### src/hdl/wdt_cfg.svh
// constants for the service timeout watchdog: reset values, terminal counts, delays
// assumes it is included by bare name from the package and the design modules
`ifndef WDT_CFG_SVH
`define WDT_CFG_SVH

// =====================================================================
// widths
`define WDT_CNT_WIDTH 16
`define WDT_PRE_WIDTH 14

// =====================================================================
// reset values: 254 slow ticks of 256 clocks, about 6.5 ms at 10 MHz
`define WDT_RELOAD_RESET 16'hff02
`define WDT_SEL_RESET 1'b0
`define WDT_SEL_DIV256 1'b0
`define WDT_SEL_DIV16384 1'b1

// =====================================================================
// counter limits
`define WDT_CNT_MAX 16'hffff
`define WDT_CNT_ONE 16'h0001
`define WDT_PRE_ZERO 14'h0000
`define WDT_PRE_ONE 14'h0001
`define WDT_PRE_LAST_256 14'h00ff
`define WDT_PRE_LAST_16384 14'h3fff

// =====================================================================
// warning delay: the reset request rises this many clocks plus one after the prewarning pulse
`define WDT_WARN_CYCLES 8'h10
`define WDT_WARN_ZERO 8'h00
`define WDT_WARN_ONE 8'h01

`endif

### src/hdl/wdt_pkg.sv
// types shared by the watchdog modules
// assumes wdt_cfg.svh is reachable on the include path
`include "wdt_cfg.svh"

package wdt_pkg;
   // sequence after an overflow
   typedef enum logic [1:0] {
      st_run,
      st_warn,
      st_reset
   } wdt_state_type;

   // counter word
   typedef logic [`WDT_CNT_WIDTH-1:0] count_type;
endpackage

### src/hdl/tick_if.sv
// carrier between the watchdog core and its prescaler
// assumes both ends share mclk
`timescale 1ns/1ns

interface tick_if;
   logic clear; // restart the prescaler from zero
   logic run; // prescaler advances while high
   logic sel_slow; // high selects division by 16384, low by 256
   logic tick; // one-cycle pulse at the end of a prescaler period

   modport core (output clear, output run, output sel_slow, input tick);
   modport divider (input clear, input run, input sel_slow, output tick);
endinterface

### src/hdl/wdt_prescaler.sv
// prescaler that divides mclk into the watchdog tick enable
// assumes mclk and arst_n are those of the watchdog core
`timescale 1ns/1ns
`include "wdt_cfg.svh"

module wdt_prescaler #(
   parameter int WIDTH = `WDT_PRE_WIDTH
) (
   input wire logic mclk,
   input wire logic arst_n,
   tick_if.divider link
);
   import wdt_pkg::*;

   logic [WIDTH-1:0] pre_q; // prescaler count
   logic [WIDTH-1:0] last; // terminal count of the selected ratio

   // =====================================================================
   // ratio selection
   always_comb begin
      last = link.sel_slow ? WIDTH'(`WDT_PRE_LAST_16384) : WIDTH'(`WDT_PRE_LAST_256);
   end

   // tick in the last cycle of a period, never in a clearing cycle
   assign link.tick = link.run & ~link.clear & (pre_q == last);

   // =====================================================================
   // count, clear on service, hold while stopped
   always_ff @(posedge mclk or negedge arst_n) begin
      if (!arst_n) begin
         pre_q <= WIDTH'(`WDT_PRE_ZERO);
      end else if (link.clear) begin
         pre_q <= WIDTH'(`WDT_PRE_ZERO);
      end else if (link.run) begin
         // wrap at the terminal count
         if (pre_q == last) begin
            pre_q <= WIDTH'(`WDT_PRE_ZERO);
         end else begin
            pre_q <= pre_q + WIDTH'(`WDT_PRE_ONE);
         end
      end
      // stopped: hold
   end
endmodule // wdt_prescaler

### src/hdl/service_timeout_watchdog.sv
// service timeout watchdog: 16-bit counter, prescaler, prewarning and reset request
// assumes the core gives one-cycle command strobes synchronous to mclk
`timescale 1ns/1ns
`include "wdt_cfg.svh"

module service_timeout_watchdog #(
   parameter int CNT_WIDTH = `WDT_CNT_WIDTH,
   parameter logic [7:0] WARN_CYCLES = `WDT_WARN_CYCLES
) (
   input wire logic mclk,
   input wire logic arst_n,
   input wire logic guard_service_command,
   input wire logic guard_enable_command,
   input wire logic guard_disable_command,
   input wire logic reload_write,
   input wire wdt_pkg::count_type guard_reload_value,
   input wire logic select_write,
   input wire logic select_slow,
   output logic prewarn_irq,
   output logic reset_request,
   output logic enabled_status,
   output wdt_pkg::count_type count_value
);
   import wdt_pkg::*;

   // =====================================================================
   // declarations
   tick_if link(); // carrier to the prescaler
   logic enabled_q; // watchdog running
   count_type reload_q; // programmed reload value
   logic sel_slow_q; // prescaler ratio selection
   count_type count_q; // watchdog counter
   wdt_state_type state_q; // overflow sequence
   logic [7:0] warn_q; // clocks left before the reset request
   logic prewarn_q; // prewarning pulse
   logic reset_req_q; // reset request level
   logic overflow; // counter wraps in this cycle
   logic enable_next; // enable state for the next cycle

   // =====================================================================
   // prescaler
   wdt_prescaler #(
      .WIDTH(`WDT_PRE_WIDTH)
   ) u_prescaler (
      .mclk(mclk),
      .arst_n(arst_n),
      .link(link)
   );

   // drive the prescaler controls
   always_comb begin
      link.clear = guard_service_command;
      link.run = enabled_q;
      link.sel_slow = sel_slow_q;
   end

   // =====================================================================
   // enable and disable commands, enable wins if both arrive together
   always_comb begin
      enable_next = enabled_q;
      if (guard_enable_command) begin
         enable_next = 1'b1;
      end else if (guard_disable_command) begin
         enable_next = 1'b0;
      end
   end

   // enable flag, set by reset so no software start is needed
   always_ff @(posedge mclk or negedge arst_n) begin
      if (!arst_n) begin
         enabled_q <= 1'b1;
      end else begin
         enabled_q <= enable_next;
      end
   end

   // =====================================================================
   // reload value and prescaler selection, written by the core
   always_ff @(posedge mclk or negedge arst_n) begin
      if (!arst_n) begin
         reload_q <= `WDT_RELOAD_RESET;
      end else if (reload_write) begin
         reload_q <= guard_reload_value;
      end
   end

   // ratio selection with its reset default
   always_ff @(posedge mclk or negedge arst_n) begin
      if (!arst_n) begin
         sel_slow_q <= `WDT_SEL_RESET;
      end else if (select_write) begin
         sel_slow_q <= select_slow;
      end
   end

   // =====================================================================
   // overflow: a tick while the counter stands at all ones
   always_comb begin
      overflow = enabled_q & link.tick & ~guard_service_command & (count_q == `WDT_CNT_MAX);
   end

   // counter: service has priority over the tick
   always_ff @(posedge mclk or negedge arst_n) begin
      if (!arst_n) begin
         count_q <= `WDT_RELOAD_RESET;
      end else if (guard_service_command) begin
         count_q <= reload_q;
      end else if (enabled_q && link.tick) begin
         // wrap back to the reload value, otherwise count up
         if (count_q == `WDT_CNT_MAX) begin
            count_q <= reload_q;
         end else begin
            count_q <= count_q + `WDT_CNT_ONE;
         end
      end
      // disabled: hold
   end

   // =====================================================================
   // overflow sequence: prewarning pulse, delay, then held reset request
   always_ff @(posedge mclk or negedge arst_n) begin
      if (!arst_n) begin
         state_q <= st_run;
         warn_q <= `WDT_WARN_ZERO;
      end else begin
         case (state_q)
            st_run: begin
               // first overflow starts the warning delay
               if (overflow) begin
                  state_q <= st_warn;
                  warn_q <= WARN_CYCLES;
               end
            end
            st_warn: begin
               // delay only runs while enabled
               if (enabled_q) begin
                  if (warn_q <= `WDT_WARN_ONE) begin
                     state_q <= st_reset;
                     warn_q <= `WDT_WARN_ZERO;
                  end else begin
                     warn_q <= warn_q - `WDT_WARN_ONE;
                  end
               end
            end
            st_reset: begin
               // held until the reset logic resets this block
               state_q <= st_reset;
            end
            default: begin
               state_q <= st_run;
               warn_q <= `WDT_WARN_ZERO;
            end
         endcase
      end
   end

   // prewarning pulse, one cycle after the overflowing tick
   always_ff @(posedge mclk or negedge arst_n) begin
      if (!arst_n) begin
         prewarn_q <= 1'b0;
      end else begin
         prewarn_q <= overflow && (state_q == st_run);
      end
   end

   // reset request level, raised only while running so a disable in the
   // last warning cycle still keeps the request down
   always_ff @(posedge mclk or negedge arst_n) begin
      if (!arst_n) begin
         reset_req_q <= 1'b0;
      end else if ((state_q == st_reset) && enabled_q) begin
         reset_req_q <= 1'b1;
      end
   end

   // =====================================================================
   // outputs, all from flip-flops
   assign prewarn_irq = prewarn_q;
   assign reset_request = reset_req_q;
   assign enabled_status = enabled_q;
   assign count_value = count_q;
endmodule // service_timeout_watchdog

### config.mk
export PLATFORM = sky130hd
export DESIGN_NAME = service_timeout_watchdog
export DESIGN_NICKNAME = d
export VERILOG_FILES = /design/src/hdl/wdt_pkg.sv /design/src/hdl/tick_if.sv /design/src/hdl/wdt_prescaler.sv /design/src/hdl/service_timeout_watchdog.sv
export VERILOG_INCLUDE_DIRS = /design/src /design/src/hdl
export SDC_FILE = /design/constraint.sdc
export NUM_CORES = 1
export LEC_CHECK = 0
export BUFFER_PORTS_ARGS = -buffer_cell sky130_fd_sc_hd__buf_2
export CAP_MARGIN = 30
export CORE_MARGIN = 5
export CORE_UTILIZATION = 55
export DETAILED_ROUTE_END_ITERATION = 6
export PLACE_DENSITY_LB_ADDON = 0.2
export SLEW_MARGIN = 20
export SYNTH_ARGS = -nofsm -noshare
export SYNTH_HDL_FRONTEND = slang
export SYNTH_SLANG_ARGS = --single-unit
### constraint.sdc
create_clock -name mclk -period 6.4 [get_ports mclk]
set_clock_uncertainty 0.2 [all_clocks]
set_input_delay 0.64 -clock mclk [delete_from_list [all_inputs] [get_ports mclk]]
set_output_delay 0.64 -clock mclk [all_outputs]
set_load 0.05 [all_outputs]
## Word-level counts from Yosys, hierarchy flattened

Cells that the tools add are included.

- Add/subtract/negate cells: 3
- Order comparisons: 1
- Equality and inequality tests: 7
- Muxes and demuxes: 17
- Bitwise gates (word level): 7
- Reductions and logical operators: 9

Operators by type and width:

| kind | count |
|---|---|
| $mux 14 | 4 |
| $mux 16 | 3 |
| $mux 8 | 3 |
| $pmux 8 s3 | 1 |
| $add 16x1->16 const B | 1 |
| $eq 16x16->1 const B | 1 |
| $add 14x1->14 const B | 1 |
| $eq 14x14->1 | 1 |
| $le 8x1->1 const B | 1 |
| $sub 8x1->8 const B | 1 |
| $mux 2 | 3 |
| $ne 2x2->1 const B | 3 |
| $pmux 2 s3 | 1 |
| $reduce_and 3->1 | 2 |
| $reduce_bool 2->1 | 3 |
| $and 1x1->1 | 5 |
| $logic_and 1x1->1 | 3 |
| $eq 2x1->1 const B | 1 |
| $eq 2x2->1 const B | 1 |
| $logic_not 2->1 | 1 |
| $mux 1 | 2 |
| $not 1->1 | 2 |

- Register bits after elaboration: 60
- Bits of input ports: 24
- Output and inout bits: 19
- Logic and storage cells: 53

## Logic depth before layout (Yosys ltp)

Gate-level depths: netlist (run 1).

- Depth after elaboration: 8
- Depth in mapped cells: 9
- Gate-level depth less buffers: 7

## By module

From an unflattened synthesis (run 1), not the netlist that was laid out.

- Cells, all modules: 332
- Area, all modules: 3284.4 µm²

By module, submodules not included:

| module | times used | cells an instance | area each (µm²) | sequential area each (µm²) |
|---|---|---|---|---|
| service_timeout_watchdog | 1 | 236 | 2444.8 | 1174.9 |
| wdt_prescaler | 1 | 96 | 839.6 | 350.3 |

## Worst setup path before layout (run 1)

OpenSTA, ideal clock, no wires.

- Path kind: register to register
- Start: register count_q[1] (netlist: count_value[1])
- End: register state_q[1]
- Setup time: 128 ps
- Data arrival time: 2227 ps
- Data required time: 6072 ps
- Slack: 3845 ps
- Cell stages (with the launch flop): 8
- Path buffers: 0
- Period minus slack after synthesis: 2555 ps
- Path through: dfstp_2 -> ha_1 -> nand3_4 -> or2_4 -> nor4_2 -> nand4b_1 -> a21oi_1 -> mux2_1

- Longest elaborated chain between the ends: 4

Ends and longest elaborated chain:

| item | RTL line | text |
|---|---|---|
| from (decl) | service_timeout_watchdog.sv:32 | `count_type count_q;` |
| from (signal assigned) | service_timeout_watchdog.sv:105 | `` count_q <= `WDT_RELOAD_RESET; `` |
| from (signal assigned) | service_timeout_watchdog.sv:107 | `count_q <= reload_q;` |
| from (signal assigned) | service_timeout_watchdog.sv:111 | `count_q <= reload_q;` |
| $eq 16x16->1 (no line) | - |  |
| $and 1x1->1 | service_timeout_watchdog.sv:99 | `` overflow = enabled_q & link.tick & ~guard_service_command & (count_q == `WDT_CNT_MAX); `` |
| $ne 2x2->1 (no line) | - |  |
| $reduce_and 3->1 (no line) | - |  |
| to (signal assigned) | service_timeout_watchdog.sv:123 | `state_q <= st_run;` |
| to (signal assigned) | service_timeout_watchdog.sv:130 | `state_q <= st_warn;` |
| to (signal assigned) | service_timeout_watchdog.sv:138 | `state_q <= st_reset;` |
| to (decl) | service_timeout_watchdog.sv:33 | `wdt_state_type state_q;` |

Every way passes these cells.
A chain may end at the register's enable or synchronous reset.

## Worst setup path in the final report (run 1)

- Start: register u_prescaler.pre_q[12]
- End: register warn_q[5]

- Longest elaborated chain between the ends: 7

Ends and longest elaborated chain:

| item | RTL line | text |
|---|---|---|
| from (decl) | wdt_prescaler.sv:15 | `logic [WIDTH-1:0] pre_q;` |
| from (signal assigned) | wdt_prescaler.sv:31 | `` pre_q <= WIDTH'(`WDT_PRE_ZERO); `` |
| from (signal assigned) | wdt_prescaler.sv:33 | `` pre_q <= WIDTH'(`WDT_PRE_ZERO); `` |
| from (signal assigned) | wdt_prescaler.sv:37 | `` pre_q <= WIDTH'(`WDT_PRE_ZERO); `` |
| $eq 14x14->1 | wdt_prescaler.sv:25 | `assign link.tick = link.run & ~link.clear & (pre_q == last);` |
| $and 1x1->1 | wdt_prescaler.sv:25 |  |
| $and 1x1->1 (3 in series) | service_timeout_watchdog.sv:99 |  |
| $ne 2x2->1 (no line) | - |  |
| $reduce_and 3->1 (no line) | - |  |
| to (signal assigned) | service_timeout_watchdog.sv:124 | `` warn_q <= `WDT_WARN_ZERO; `` |
| to (signal assigned) | service_timeout_watchdog.sv:139 | `` warn_q <= `WDT_WARN_ZERO; `` |
| to (signal assigned) | service_timeout_watchdog.sv:141 | `` warn_q <= warn_q - `WDT_WARN_ONE; `` |
| to (decl) | service_timeout_watchdog.sv:34 | `logic [7:0] warn_q;` |

Every way passes these cells.

==> results of run 1 <==
[through the flow]
step	area [µm²]	hold WS, ns	utilization
6_report	3694	0.2343	0.6313
2_1_floorplan	3272	0.1444	-
3_5_place_dp	3478	0.2460	0.5945
4_1_cts	3686	0.2582	0.6300
3_3_place_gp	3478	0.2353	0.5945
5_1_grt	3694	0.2858	0.6313
[cells in the mapped netlist (5+ instances only)]
| library cell | instances | area share |
|---|---|---|
| sky130_fd_sc_hd__ha_1 | 7 | 0.027 |
| sky130_fd_sc_hd__o21ai_0 | 20 | 0.031 |
| sky130_fd_sc_hd__a21oi_1 | 25 | 0.038 |
| sky130_fd_sc_hd__mux2_2 | 16 | 0.055 |
| sky130_fd_sc_hd__nand3_1 | 12 | 0.018 |
| sky130_fd_sc_hd__nand4_1 | 5 | 0.0096 |
| sky130_fd_sc_hd__nor2_1 | 26 | 0.030 |
| sky130_fd_sc_hd__inv_1 | 12 | 0.014 |
| sky130_fd_sc_hd__dfstp_2 | 19 | 0.15 |
| sky130_fd_sc_hd__dfrtp_1 | 41 | 0.31 |
| sky130_fd_sc_hd__nor3_1 | 10 | 0.015 |
| sky130_fd_sc_hd__o21ai_1 | 13 | 0.020 |
| sky130_fd_sc_hd__o31ai_1 | 6 | 0.014 |
| sky130_fd_sc_hd__nand2_1 | 32 | 0.037 |
[critical path: cells and delay by family (launching register included)]
kind,cells,cell delay (ns)
DFF,1,0.44
and+or+nand+nor,3,0.79
AOI/OAI and AO/OA,3,1.10
[sequential cells by signal (all words and copies together) (netlist names)]
name / count
count_value: 16
enabled_status: 1
link.sel_slow: 1
prewarn_irq: 1
reload_q: 16
reset_request: 1
state_q: 2
u_prescaler.pre_q: 14
warn_q: 8
[power groups by stage]
stage          Sequential, µW  Combinational (µW)  Clock [µW]
2_1_floorplan             505                69.0           0
3_3_place_gp              456                 159           0
3_5_place_dp              457                 162           0
4_1_cts                   451                 163         376
5_1_grt                   456                 176         393
6_report                  452                 161         366
[worst max path at each step]
stage / slack (ns) / startpoint / endpoint
2_1_floorplan: 3.85 / count_value[1]$_DFFE_PN1P_ / state_q[1]$_DFFE_PN0P_
3_3_place_gp: 3.83 / u_prescaler.pre_q[9]$_DFFE_PN0P_ / warn_q[5]$_DFFE_PN0P_
3_5_place_dp: 3.74 / u_prescaler.pre_q[12]$_DFFE_PN0P_ / warn_q[5]$_DFFE_PN0P_
4_1_cts: 3.72 / u_prescaler.pre_q[12]$_DFFE_PN0P_ / warn_q[5]$_DFFE_PN0P_
5_1_grt: 3.48 / u_prescaler.pre_q[12]$_DFFE_PN0P_ / warn_q[5]$_DFFE_PN0P_
6_report: 3.77 / u_prescaler.pre_q[12]$_DFFE_PN0P_ / warn_q[5]$_DFFE_PN0P_
[cells by family after synthesis]
family                   count (synthesis)
AND/OR/NAND/NOR                        120
AO/OA/AOI/OAI                           95
flip-flops                              60
buffers and inverters                   27
multiplexers                            18
adder cells (fa/ha/maj)                  7
XOR/XNOR                                 5
[area by class of cell]
class                   instances  share of cell area
well taps                      75             0.02541
clock inverters                 6             0.02168
clock buffers                  10             0.03455
flip-flops and latches         60              0.4129
repair buffers                 44             0.06098
multi-input cells             245              0.4322
inverters                      12             0.01220
[routing by layer]
layer  GRT usage  up-vias
met4      0.1046        0
met2      0.3147       82
met3     0.04447       12
met1      0.2559     1290
met5           0        -
li1            -     1291
==> out/metrics.cfg, run 1 <==
[cells_and_area]
antenna_cells = 0
seqCellArea_um2 = 1525
layout.filler_cells = 501
multiInputGateArea_um2 = 1597
final_cell_mix = 42 x sky130_fd_sc_hd__buf_2, 41 x sky130_fd_sc_hd__dfrtp_1, 32 x sky130_fd_sc_hd__nand2_1, 26 x sky130_fd_sc_hd__nor2_1, 25 x sky130_fd_sc_hd__a21oi_1
final-instance-count-excl-fill = 452
drive_gt1_frac = 0.2891
area_growth_pct = 12.89
finish.net_count = 403
mostFrequentLayoutCell = sky130_fd_sc_hd__buf_2

[synthesis]
synth_simple_gate_area_share = 0.1985
synth.yosys.warnings = 0
xor_and_xnor_fraction_of_the_mapped_netlist_area = 0.01338
synth-compound-area-share = 0.1878
asyncSetResetFlopFracSynth = 1.000
synth_mux_area_frac = 0.06157
post_synth_fa_ha_maj_area_fraction = 0.02677
post_synthesis_cell_area_um2 = 3272
yosysUniqueCellTypes = 62
synth_top_family_by_area = simple AND/OR/NAND/NOR gates
synth-seq-area-share = 0.4662
postSynthCellCount = 332
syn_nets = 363
synthFlopType = sky130_fd_sc_hd__dfrtp_1
postSynthAreaPerCell_um2 = 9.855
synth_edf_count = 0
yosys_register_bits = 60

[timing]
fmax_mhz = 380.4
grt_setup_unrepaired = false
count_of_endpoints_failing_hold_in_the_final_timing_report = 0
worst_slew_pin_slew_ns = 0.8326
slew_headroom = 0.4424
drv_slew = 0
final.setup.worst_slack_ns = 3.771
fin_tns_setup_ns = 0
period_share = 0.4107
timing.final.crit_period_ns = 2.629
report.final.setup_viol = 0

[place]
gpl.final_weighted_congestion = 0.7822
placed_cells = 435
place.port_buffers = 42
place.detailed.hpwl_um = 4799
post_place_setup_slack_ns = 3.742

[routing]
post-route-drc-count = 0
wirelength_met1_um = 3182
drt_pre_antenna_iters = 4
drt-initial-drc-count = 146
num_vias = 2675
via_per_inst = 5.918
route.detailed.wl_per_inst_um = 15.62
routed.top_layer = met4
total_routed_length_um = 7061
met3_length_um = 395
dr_wl_met2_um = 3360
drtAntennaViolNets = 0

[setup_path]
required_ns = 6.44
cp_max_fo = 11
cpPeakStageDelay_ns = 0.44
critical_path_arrival_ns = 2.67
reg2reg_setup_slack_ns = 3.77
timing_worst_setup_path_type = reg2reg
endpoint_kind = register
critical_path.reg2reg.startpoint = u_prescaler.pre_q[12]$_DFFE_PN0P_
start_kind = register
slowest_cell_on_crit_path = sky130_fd_sc_hd__dfrtp_1
crit-reg2reg-capture = warn_q[5]$_DFFE_PN0P_
cell_count_of_the_worst_reg_to_reg_path = 6
critical_path.cell_chain = nor4_1 -> nand2_1 -> a21boi_2 -> a31oi_1 -> or2_1 -> o31ai_1

[pwr]
p_seq_frac = 0.461
power.density_cell_area_nw_per_um2 = 265.1
fin_total_pwr_uw = 979.3
power.combinational.fraction = 0.165
leakage_uw = 0.001569
vdd_ir_drop_max_v = 0.0001760
internal-power_uw = 683.7
power_switching_share = 0.3018
clock_power_share = 0.374
switchingPower_uw = 295.6

[clock_network]
cts_sinks = 60
cts_setup_buffers = 0
clock_latency_ns = 0.34
cts_tree = yes
post_cts_resized = 0
cts_buffers = 9
cts_buffer_depth = 2
clkTransAtPathRegs_ns = 0.07
htree_num_levels = 3
clock_tree.root_cell = sky130_fd_sc_hd__clkbuf_8
postCtsHoldBufs = 0

[global_route]
grt_first_pass_wirelength_um = 11860
globalRouteOverflowTotal = 0
antenna_found_initial = 0
largest_net_degree_at_the_start_of_global_routing = 61
grt_pass1_vias = 2591
global_route.usage.total = 0.1994

[die]
horizontal_die_dimension_um = 87.13
std_cell_rows = 28
height_of_the_die_um = 87.13
core-area_um2 = 5851
floorplan.die_area_um2 = 7592
initial_core_utilization = 0.5592
boundaryPins = 43

[run]
max_cap_viols = 0

[min_path]
hold_class = in2async

[status]
outcome = complete, no violations

(Power assumes the default switching activity.)
==> run 2, diff against run 1 <==
- clock period: 6.4 -> 2.7 ns (I/O delays scaled with it)
==> run 2 against run 1 <==
  * Cell count increased by 5.3%
  * Design area increased by 6.5%
  * Register-to-register slack got worse by 3.5 ns
  * Sequential share of layout area decreased by 2.5 points
  * Hold slack got worse by 0.12 ns
  * Wire length increased by 2.7%
  * Global-route usage increased by 1.4 points
  * Flip-flop and latch count unchanged
  * Clock-buffer cell count unchanged
  * Clock power increased by 120%
  * Die area unchanged
==> out/metrics.cfg, run 2 (synthesized netlist as in run 1, its figures left out) <==
[global_route]
global_route.usage.total = 0.2130  ; was 0.1994
grt_pass1_vias = 2686  ; was 2591
globalRouteOverflowTotal = 0  ; unchanged
grt_first_pass_wirelength_um = 12710  ; was 11860 µm
largest_net_degree_at_the_start_of_global_routing = 35  ; was 61
antenna_found_initial = 0  ; unchanged

[routing]
route.detailed.wl_per_inst_um = 15.24  ; was 15.62 µm
drt_pre_antenna_iters = 4  ; unchanged
drtAntennaViolNets = 0  ; unchanged
post-route-drc-count = 0  ; unchanged
via_per_inst = 5.723  ; was 5.918
drt-initial-drc-count = 109  ; was 146
num_vias = 2724  ; was 2675
total_routed_length_um = 7255  ; was 7061 µm

[pwr]
vdd_ir_drop_max_v = 0.0003755  ; was 0.0001760 V
power.density_cell_area_nw_per_um2 = 584.9  ; was 265.1 nW/µm²
leakage_uw = 0.001663  ; was 0.001569 µW

[timing]
grt_setup_unrepaired = false  ; unchanged
drv_slew = 0  ; unchanged
hold_slack_ns = 0.1147  ; was 0.2343 ns
fmax_mhz = 408.6  ; was 380.4 MHz
timing.final.crit_period_ns = 2.447  ; was 2.629 ns
period_share = 0.9064  ; was 0.4107
report.final.setup_viol = 0  ; unchanged
fin_tns_setup_ns = 0  ; unchanged
count_of_endpoints_failing_hold_in_the_final_timing_report = 0  ; unchanged
slew_headroom = 0.4283  ; was 0.4424
final.setup.worst_slack_ns = 0.2526  ; was 3.771 ns
worst_slew_pin_slew_ns = 0.8545  ; was 0.8326 ns

[place]
post_place_setup_slack_ns = 0.2629  ; was 3.742 ns
place.detailed.hpwl_um = 4994  ; was 4799 µm
place.port_buffers = 42  ; unchanged
placed_cells = 439  ; was 435
gpl.final_weighted_congestion = 0.8512  ; was 0.7822

[cells_and_area]
final_cell_mix = 42 x sky130_fd_sc_hd__buf_2, 41 x sky130_fd_sc_hd__dfrtp_1, 32 x sky130_fd_sc_hd__nand2_1, 26 x sky130_fd_sc_hd__nor2_1, 25 x sky130_fd_sc_hd__a21oi_1  ; unchanged
mostFrequentLayoutCell = sky130_fd_sc_hd__buf_2  ; unchanged
area_growth_pct = 20.19  ; was 12.89%
antenna_cells = 0  ; unchanged
finish.net_count = 427  ; was 403
final-instance-count-excl-fill = 476  ; was 452
drive_gt1_frac = 0.2818  ; was 0.2891
layout.filler_cells = 467  ; was 501

[clock_network]
cts_buffer_depth = 2  ; unchanged
cts_setup_buffers = 0  ; unchanged
post_cts_resized = 0  ; unchanged
clock_latency_ns = 0.34  ; about the same
cts_tree = yes  ; unchanged
htree_num_levels = 3  ; unchanged
clock_tree.root_cell = sky130_fd_sc_hd__clkbuf_8  ; unchanged
cts_buffers = 9  ; unchanged
cts_sinks = 60  ; unchanged
clkTransAtPathRegs_ns = 0.07  ; about the same
postCtsHoldBufs = 21  ; was 0

[die]
height_of_the_die_um = 87.13  ; unchanged
initial_core_utilization = 0.5592  ; unchanged
boundaryPins = 43  ; unchanged
std_cell_rows = 28  ; unchanged
floorplan.die_area_um2 = 7592  ; unchanged
horizontal_die_dimension_um = 87.13  ; unchanged
core-area_um2 = 5851  ; unchanged

[setup_path]
cp_max_fo = 9  ; was 11
timing_worst_setup_path_type = reg2reg  ; unchanged
endpoint_kind = register  ; unchanged
required_ns = 2.73  ; was 6.44 ns
start_kind = register  ; unchanged
critical_path_arrival_ns = 2.48  ; was 2.67 ns

[status]
outcome = complete, no violations  ; unchanged

[min_path]
hold_class = in2reg  ; was in2async

[run]
max_cap_viols = 0  ; unchanged

## run 2: layout make-up
type	instances	area, µm²	share of cell area
clock buffer	10	137.6	0.03500
timing repair buffer	68	470.5	0.1196
tap	75	93.84	0.02386
multi-input combinational	245	1597	0.4060
inverter	12	45.04	0.01145
clock inverter	6	63.81	0.01623
sequential	60	1525	0.3878
## run 2: path summary, 6_finish.rpt
check / startpoint / to / slack [ns] / depth (start not counted)
worst max-delay path: count_value[1]$_DFFE_PN1P_ / count_value[15]$_DFFE_PN1P_ / 0.25 / 8
worst min-delay path: guard_service_command / u_prescaler.pre_q[2]$_DFFE_PN0P_ / 0.11 / 2
worst max register to register: count_value[1]$_DFFE_PN1P_ / count_value[15]$_DFFE_PN1P_ / 0.25 / 8
worst min register to register: reset_request$_DFFE_PN0P_ / reset_request$_DFFE_PN0P_ / 0.26 / 1
max in group asynchronous: arst_n / count_value[13]$_DFFE_PN1P_ / 1.34 / 3
min in group asynchronous: arst_n / u_prescaler.pre_q[11]$_DFFE_PN0P_ / 0.29 / 2
## run 2: where the power goes
group	internal (µW)	switching (µW)	leakage [µW]	total, µW
clock	449	368	0.0000983	817
sequential	992	79.1	0.000733	1070
combinational	138	274	0.000831	412
## run 2: per-layer routing
layer | wire, µm | vias up | global-route usage | share of wire
met3 | 277 | 11 | 0.04068 | 0.038
li1 | - | 1340 | - | -
met2 | 3499 | 59 | 0.3347 | 0.48
met1 | 3314 | 1314 | 0.2832 | 0.46
met4 | 164 | 0 | 0.1018 | 0.023
met5 | 0 | - | 0 | 0
## run 2: critical path, cell delays in order, from the launching register on
cell	delay, ns
sky130_fd_sc_hd__dfstp_2	0.56
sky130_fd_sc_hd__ha_1	0.23
sky130_fd_sc_hd__nand3_4	0.13
sky130_fd_sc_hd__nor4_4	0.41
sky130_fd_sc_hd__a21o_1	0.33
sky130_fd_sc_hd__buf_4	0.22
sky130_fd_sc_hd__nor2_1	0.06
sky130_fd_sc_hd__o21ai_1	0.10
sky130_fd_sc_hd__o21ai_1	0.09
## run 2: through the flow
step | utilization | cell area, µm² | total power [µW]
4_1_cts | 0.6722 | 3933 | 2324
3_5_place_dp | 0.6018 | 3521 | 1474
2_1_floorplan | - | 3272 | 1359
3_3_place_gp | 0.6018 | 3521 | 1466
5_1_grt | 0.6722 | 3933 | 2412
6_report | 0.6722 | 3933 | 2300
